`config.mk`:
```
export PLATFORM = sky130hd
export DESIGN_NAME = pmta_table_access
export DESIGN_NICKNAME = d
export VERILOG_FILES = /design/src/pmta_pkg.sv /design/src/pmta_hold_if.sv /design/src/pmta_table_access.sv /design/src/pmta_hold_mem.sv
export SDC_FILE = /design/constraint.sdc
export NUM_CORES = 1
export LEC_CHECK = 0
export ABC_AREA = 1
export BUFFER_PORTS_ARGS = -buffer_cell sky130_fd_sc_hd__buf_2
export CAP_MARGIN = 20
export CORE_MARGIN = 10
export CORE_UTILIZATION = 55
export DETAILED_ROUTE_END_ITERATION = 16
export GPL_ROUTABILITY_DRIVEN = 0
export PLACE_DENSITY = 0.8
export SETUP_SLACK_MARGIN = 0.05
export SYNTH_ARGS = -nofsm -noshare
export SYNTH_HDL_FRONTEND = slang
export SYNTH_HIERARCHICAL = 1
export SYNTH_SLANG_ARGS = --single-unit
```
`constraint.sdc`:
```
create_clock -name mclk -period 7.9 [get_ports mclk]
set_input_delay 1.185 -clock mclk [delete_from_list [all_inputs] [get_ports mclk]]
set_output_delay 1.185 -clock mclk [all_outputs]
set_load 0.05 [all_outputs]
```
`src/pmta_pkg.sv`:
```
// package for the program memory table access block
// assumes a single 50 MHz clock domain and one core issuing table operations
package pmta_pkg;
	localparam int PMTA_PTR_W = 22;
	localparam int PMTA_PM_ADDR_W = 21;
	localparam int PMTA_BYTE_W = 8;
	localparam int PMTA_WORD_W = 16;
	localparam int PMTA_BLK_SEL_W = 5;
	localparam int PMTA_BLK_ENTRIES = 1 << PMTA_BLK_SEL_W;
	localparam int PMTA_CFG_SPACE_BIT = 21;
	localparam logic [7:0] PMTA_LATCH_RESET = 8'h00;
	localparam logic [21:0] PMTA_PTR_RESET = 22'h000000;
	typedef enum logic [1:0] {PMTA_OP_NONE, PMTA_OP_READ, PMTA_OP_WRITE, PMTA_OP_LOAD} pmta_op_t;
	typedef enum {PMTA_IDLE, PMTA_FETCH, PMTA_WAIT} pmta_state_t;
endpackage : pmta_pkg

```
`src/pmta_hold_if.sv`:
```
// interface between the table access top and its holding register memory
// assumes both ends run on mclk
interface pmta_hold_if;
	import pmta_pkg::*;
	logic wrEn;
	logic [PMTA_BLK_SEL_W-1:0] wrIdx;
	logic [PMTA_BYTE_W-1:0] wrData;
	logic [PMTA_BLK_SEL_W-1:0] rdIdx;
	logic [PMTA_BYTE_W-1:0] rdData;
	modport ctrl (output wrEn, output wrIdx, output wrData, output rdIdx, input rdData);
	modport mem (input wrEn, input wrIdx, input wrData, input rdIdx, output rdData);
endinterface : pmta_hold_if

```
`src/pmta_table_access.sv`:
```
// table access path between core and 16-bit program memory
// assumes the core holds opValid until opDone; program memory answers with pmValid
// Functional notes
// - table read fetches one addressed program memory byte into the byte latch
// - table write copies the latch into a holding entry, never into flash
// - one 8-bit latch bridges 16-bit memory words and 8-bit data RAM
// - byte addressing with no alignment imposed on data tables
// - pointer is 22 bits; low 21 address memory, top selects config space
// - table read uses all 22 pointer bits to select the byte
// - table write selects the holding entry with only low 3, 4 or 5 bits
module pmta_table_access
	import pmta_pkg::*;
#(
	parameter int BLK_SEL_W = 5
)
(
	input wire logic mclk,
	input wire logic rst_b,
	input wire logic opValid,
	input wire pmta_pkg::pmta_op_t opKind,
	input wire logic [7:0] loadData,
	input wire logic [21:0] tableBytePointer,
	output logic opDone,
	output logic [7:0] tableByteLatch,
	output logic pmReq,
	output logic [20:0] pmWordAddr,
	output logic pmCfgSpace,
	input wire logic [15:0] pmData,
	input wire logic pmValid,
	input wire logic [4:0] holdRdIdx,
	output logic [7:0] holdRdData
);
	import pmta_pkg::*;

	logic rstMeta_reg;
	logic rstSync_b;
	always_ff @(posedge mclk or negedge rst_b) begin
		if (!rst_b) begin
			rstMeta_reg <= 1'b0;
			rstSync_b <= 1'b0;
		end else begin
			rstMeta_reg <= 1'b1;
			rstSync_b <= rstMeta_reg;
		end
	end

	pmta_hold_if hold ();
	pmta_hold_mem u_hold (
		.mclk(mclk),
		.rstSync_b(rstSync_b),
		.hold(hold.mem)
	);

	pmta_state_t state_reg, state_next;
	logic [7:0] latch_reg, latch_next;
	logic done_reg, done_next;
	logic req_reg, req_next;
	logic [20:0] addr_reg, addr_next;
	logic cfg_reg, cfg_next;
	logic oddByte_reg, oddByte_next;
	logic wrEn_next;
	logic [PMTA_BLK_SEL_W-1:0] wrIdx_next;
	logic [PMTA_BLK_SEL_W-1:0] selMask;
	logic opTake;
	logic fetchDone;

	// unused upper selector bits masked so smaller blocks alias low entries
	for (genvar b = 0; b < PMTA_BLK_SEL_W; b++) begin : g_selMask
		assign selMask[b] = (b < BLK_SEL_W);
	end

	// done gate keeps a level request from being taken twice
	assign opTake = (state_reg == PMTA_IDLE) && opValid && !done_reg;
	// pmValid counts only while a fetch is outstanding
	assign fetchDone = (state_reg == PMTA_FETCH) && pmValid;

	// fetch sequencer group
	always_comb begin
		state_next = state_reg;
		req_next = req_reg;
		addr_next = addr_reg;
		cfg_next = cfg_reg;
		oddByte_next = oddByte_reg;
		case (state_reg)
			PMTA_IDLE: begin
				if (opTake && opKind == PMTA_OP_READ) begin
					// word address is pointer bits 20..1, byte lane from bit 0
					addr_next = {1'b0, tableBytePointer[20:1]};
					cfg_next = tableBytePointer[PMTA_CFG_SPACE_BIT];
					oddByte_next = tableBytePointer[0];
					req_next = 1'b1;
					state_next = PMTA_FETCH;
				end
			end
			PMTA_FETCH: begin
				if (pmValid) begin
					req_next = 1'b0;
					state_next = PMTA_WAIT;
				end
			end
			PMTA_WAIT: begin
				// one idle cycle lets the core drop opValid after opDone
				state_next = PMTA_IDLE;
			end
			default: begin
				state_next = PMTA_IDLE;
				req_next = 1'b0;
			end
		endcase
	end

	always_ff @(posedge mclk or negedge rstSync_b) begin
		if (!rstSync_b) begin
			state_reg <= PMTA_IDLE;
			req_reg <= 1'b0;
			addr_reg <= '0;
			cfg_reg <= 1'b0;
			oddByte_reg <= 1'b0;
		end else begin
			state_reg <= state_next;
			req_reg <= req_next;
			addr_reg <= addr_next;
			cfg_reg <= cfg_next;
			oddByte_reg <= oddByte_next;
		end
	end

	// latch group
	always_comb begin
		latch_next = latch_reg;
		if (opTake && opKind == PMTA_OP_LOAD) begin
			latch_next = loadData;
		end else if (fetchDone) begin
			// exactly one byte of the word reaches the latch
			latch_next = oddByte_reg ? pmData[15:8] : pmData[7:0];
		end
	end

	always_ff @(posedge mclk or negedge rstSync_b) begin
		if (!rstSync_b) begin
			latch_reg <= PMTA_LATCH_RESET;
		end else begin
			latch_reg <= latch_next;
		end
	end

	// completion group: one pulse per taken request
	always_comb begin
		done_next = 1'b0;
		if (opTake && opKind != PMTA_OP_READ) begin
			done_next = 1'b1;
		end else if (fetchDone) begin
			done_next = 1'b1;
		end
	end

	always_ff @(posedge mclk or negedge rstSync_b) begin
		if (!rstSync_b) begin
			done_reg <= 1'b0;
		end else begin
			done_reg <= done_next;
		end
	end

	// holding write port; the memory registers it, so no flop here
	always_comb begin
		wrEn_next = 1'b0;
		wrIdx_next = '0;
		if (opTake && opKind == PMTA_OP_WRITE) begin
			// upper pointer bits play no part in entry selection
			wrEn_next = 1'b1;
			wrIdx_next = tableBytePointer[PMTA_BLK_SEL_W-1:0] & selMask;
		end
	end

	// write data is the latch itself, so a write never bypasses it
	assign hold.wrEn = wrEn_next;
	assign hold.wrIdx = wrIdx_next;
	assign hold.wrData = latch_reg;
	assign hold.rdIdx = holdRdIdx & selMask;

	assign opDone = done_reg;
	assign tableByteLatch = latch_reg;
	assign pmReq = req_reg;
	assign pmWordAddr = addr_reg;
	assign pmCfgSpace = cfg_reg;
	assign holdRdData = hold.rdData;
endmodule : pmta_table_access

```
`src/pmta_hold_mem.sv`:
```
// write-block holding register memory, one byte per entry
// assumes reset already synchronised by the top; read data is registered
module pmta_hold_mem
	import pmta_pkg::*;
(
	input wire logic mclk,
	input wire logic rstSync_b,
	pmta_hold_if.mem hold
);
	logic [PMTA_BYTE_W-1:0] entry_reg [PMTA_BLK_ENTRIES];
	logic [PMTA_BYTE_W-1:0] rdData_reg;

	// erased flash reads as ones, so holding entries start there too
	always_ff @(posedge mclk or negedge rstSync_b) begin
		if (!rstSync_b) begin
			for (int i = 0; i < PMTA_BLK_ENTRIES; i++) begin
				entry_reg[i] <= 8'hFF;
			end
			rdData_reg <= 8'hFF;
		end else begin
			if (hold.wrEn) begin
				entry_reg[hold.wrIdx] <= hold.wrData;
			end
			rdData_reg <= entry_reg[hold.rdIdx];
		end
	end
	assign hold.rdData = rdData_reg;
endmodule : pmta_hold_mem

```
==> impl_metrics.sql <==
INSERT INTO impl_metrics (metric_group, metric, value, unit) VALUES
('status', 'status', 'complete, no violations', ''),
('clock_network', 'cts-resized-gates', '0', ''),
('route', 'drt_wl_total', '36390', 'µm'),
('layout', 'area.growth.synth_to_final', '10.53', '%'),
('sta', 'tightestPinTransition', '1.084', 'ns'),
('synthesis', 'synth-edff-count', '0', ''),
('synthesis', 'synthTopCellsByCount', '711 x nand2_1, 264 x dfstp_2, 226 x nand3_1', ''),
('layout', 'instances_no_fill', '2109', ''),
('clock_network', 'ctsRootBufferMaster', 'clkbuf_16', ''),
('layout', 'largest_register_ffs', '256', ''),
('layout', 'filler_cells_inserted', '2156', ''),
('setup_path', 'critical_path_peak_fanout', '28', ''),
('synthesis', 'synth_async_sr_flop_share', '100.0', '%'),
('die', 'fp.dieW', '180.5', 'µm'),
('setup_path', 'r2r-end', 'u_hold/entry_reg[221]', ''),
('clock_network', 'tritoncts_num_sinks', '300', ''),
('layout', 'fin_area', '15660', 'µm²'),
('clock_network', 'clkTransAtPathRegs', '0.06', 'ns'),
('route', 'detail_route.vias_per_cell', '5.649', ''),
('sta', 'max_slew_headroom', '27.66', '%'),
('power', 'power.density_cell_area', '258.9', 'nW/µm²'),
('clock_network', 'ctsLongestPathBuffers', '3', ''),
('global_routing', 'first_global_vias', '11610', ''),
('setup_path', 'crit_chain', 'buf_2 > nand2_2 > nor2_8 > nand3_1 > nor2_1 > inv_1 > nor3_1 > nand2_1 > o21ai_0', ''),
('die', 'design.portCount', '97', ''),
('power', 'total_design_power', '4.055', 'mW'),
('setup_path', 'setup.worst_path.class', 'primary input to register', ''),
('synthesis', 'postSynth.topFlopCell', 'dfstp_2', ''),
('synthesis', 'synth-seq-area-share', '55.32', '%'),
('synthesis', 'post-synth-top-count-cell', 'nand2_1', ''),
('route', 'drtAntennaViolNets', '0', ''),
('setup_path', 'crit_path_max_delay_family', 'simple AND/OR/NAND/NOR gates', ''),
('sta', 'slew_violations', '0', ''),
('synthesis', 'yosys.area.top_type_share', '48.96', '%'),
('route', 'drcViolationCount', '0', ''),
('setup_path', 'critical_path.endpoint', 'u_hold/entry_reg[221]', ''),
('global_routing', 'grt_pass1_wl', '60030', 'µm'),
('min_path', 'hp-class', 'register to register', ''),
('placed_design', 'dp_cells', '2049', ''),
('setup_path', 'timing.rr.start', 'opDone', ''),
('clock_network', 'tritoncts', 'done', ''),
('clock_network', 'postCtsSetupRepairBufs', '0', ''),
('power', 'peakVddDrop', '0.3547', 'mV'),
('synthesis', 'yosysUniqueCellTypes', '25', ''),
('setup_path', 'rrSetupSlack', '4.71', 'ns'),
('setup_path', 'r2r.worst_path.cells', '9', ''),
('setup_path', 'critical-path-max-stage-delay', '0.49', 'ns'),
('layout', 'insertedDiodeCount', '0', ''),
('setup_path', 'required', '8.36', 'ns'),
('sta', 'timing.final.crit_share', '43.52', '%'),
('synthesis', 'synth.area.top_cells', 'dfstp_2 49%, nand2_1 19%, nand3_1 8.0%', ''),
('setup_path', 'critPathArrivalTime', '3.89', 'ns'),
('die', 'effective_utilization_at_floorplan', '56.10', '%'),
('die', 'floorplan_row_count', '58', ''),
('global_routing', 'initial_antenna_violation_count', '1', ''),
('setup_path', 'startpoint', 'opValid', ''),
('global_routing', 'grt_start_max_net_pins', '97', ''),
('synthesis', 'synth_top_cell_by_area', 'dfstp_2', ''),
('layout', 'final_net_count', '1814', ''),
('global_routing', 'track_usage', '21.62', '%'),
('sta', 'timing.final.crit_period', '3.438', 'ns'),
('setup_path', 'path_depth', '9', ''),
('synthesis', 'post_synth_instance_area', '14170', 'µm²'),
('synthesis', 'mappedNetlistNets', '1787', ''),
('layout', 'layout-drive-gt1-share', '25.35', '%'),
('setup_path', 'critical_path_capture_point_type', 'register', ''),
('power', 'cellLeakagePower', '6.432', 'nW'),
('clock_network', 'holdBufCountCts', '0', ''),
('clock_network', 'clkLatencyLatePin', '0.56', 'ns'),
('synthesis', 'synth_area_per_cell', '8.189', 'µm²'),
('setup_path', 'slowest_stage', 'nor3_1', '');
[worst register-to-register path, cell delays in order, from the launching register on]
cell,delay (ns)
dfrtp_1,0.41
inv_1,0.08
nand2_2,0.08
nor2_8,0.34
nand3_1,0.31
nor2_1,0.37
inv_1,0.18
nor3_1,0.49
nand2_1,0.47
o21ai_0,0.35
[through the flow]
stage                     utilization (%)  worst slack, ns
final                               62.00            4.462
after global routing                62.00            4.211
after detailed placement            57.66            3.972
after global placement              57.44            4.176
after CTS                           61.66            4.544
after floorplan                         -            3.238
[layout by cell type, fill, tap and decap left out, types with 7 or more instances in the layout]
| cell type | count |
|---|---|
| a21oi_1 | 30 |
| dfstp_2 | 264 |
| nand2_1 | 711 |
| inv_2 | 7 |
| buf_4 | 10 |
| nand3_1 | 226 |
| o21ai_1 | 11 |
| o21ai_0 | 221 |
| inv_1 | 38 |
| dfrtp_1 | 35 |
| buf_2 | 94 |
| clkbuf_16 | 31 |
| clkbuf_1 | 10 |
| nor2_1 | 40 |
| clkbuf_8 | 8 |
[final cells by class]
cell class / count / share of cell area [%]
well taps: 330 / 2.637
clock buffers: 49 / 5.897
flip-flops and latches: 300 / 50.08
repair buffers: 111 / 4.395
inverters: 47 / 1.143
clock inverters: 6 / 0.5513
multi-input cells: 1266 / 35.30
[worst min-delay path by stage]
| stage | to | start | slack [ns] | depth (start not counted) |
|---|---|---|---|---|
| after floorplan | rstSync_b | rstMeta_reg | 0.33 | 0 |
| after global placement | rstSync_b | rstMeta_reg | 0.34 | 0 |
| after detailed placement | rstSync_b | rstMeta_reg | 0.34 | 0 |
| after CTS | rstSync_b | rstMeta_reg | 0.35 | 0 |
| after global routing | rstSync_b | rstMeta_reg | 0.36 | 0 |
| final | rstSync_b | rstMeta_reg | 0.35 | 0 |
[logic make-up after synthesis]
kind of cell           Yosys count  share of synthesized area (%)
and+or+nand+nor                999                          29.52
buffers and inverters          164                          5.661
other                            2                        0.05301
DFF                            300                          55.32
AOI/OAI and AO/OA              265                          9.441
[layer usage]
metal	GRT usage [%]	part of all wire (%)	wire (µm)
met4	4.560	1.5	538
met3	3.855	7.9	2883
met5	0	0.030	11
met2	35.21	47	17230
met1	29.53	43	15730
[power breakdown]
group	switching (mW)	total, mW	internal (mW)
combinational	0.648	0.846	0.198
clock	0.589	1.45	0.860
sequential	0.0737	1.76	1.69
total	1.31	4.05	2.74
Power figures use the tool's default switching activity.
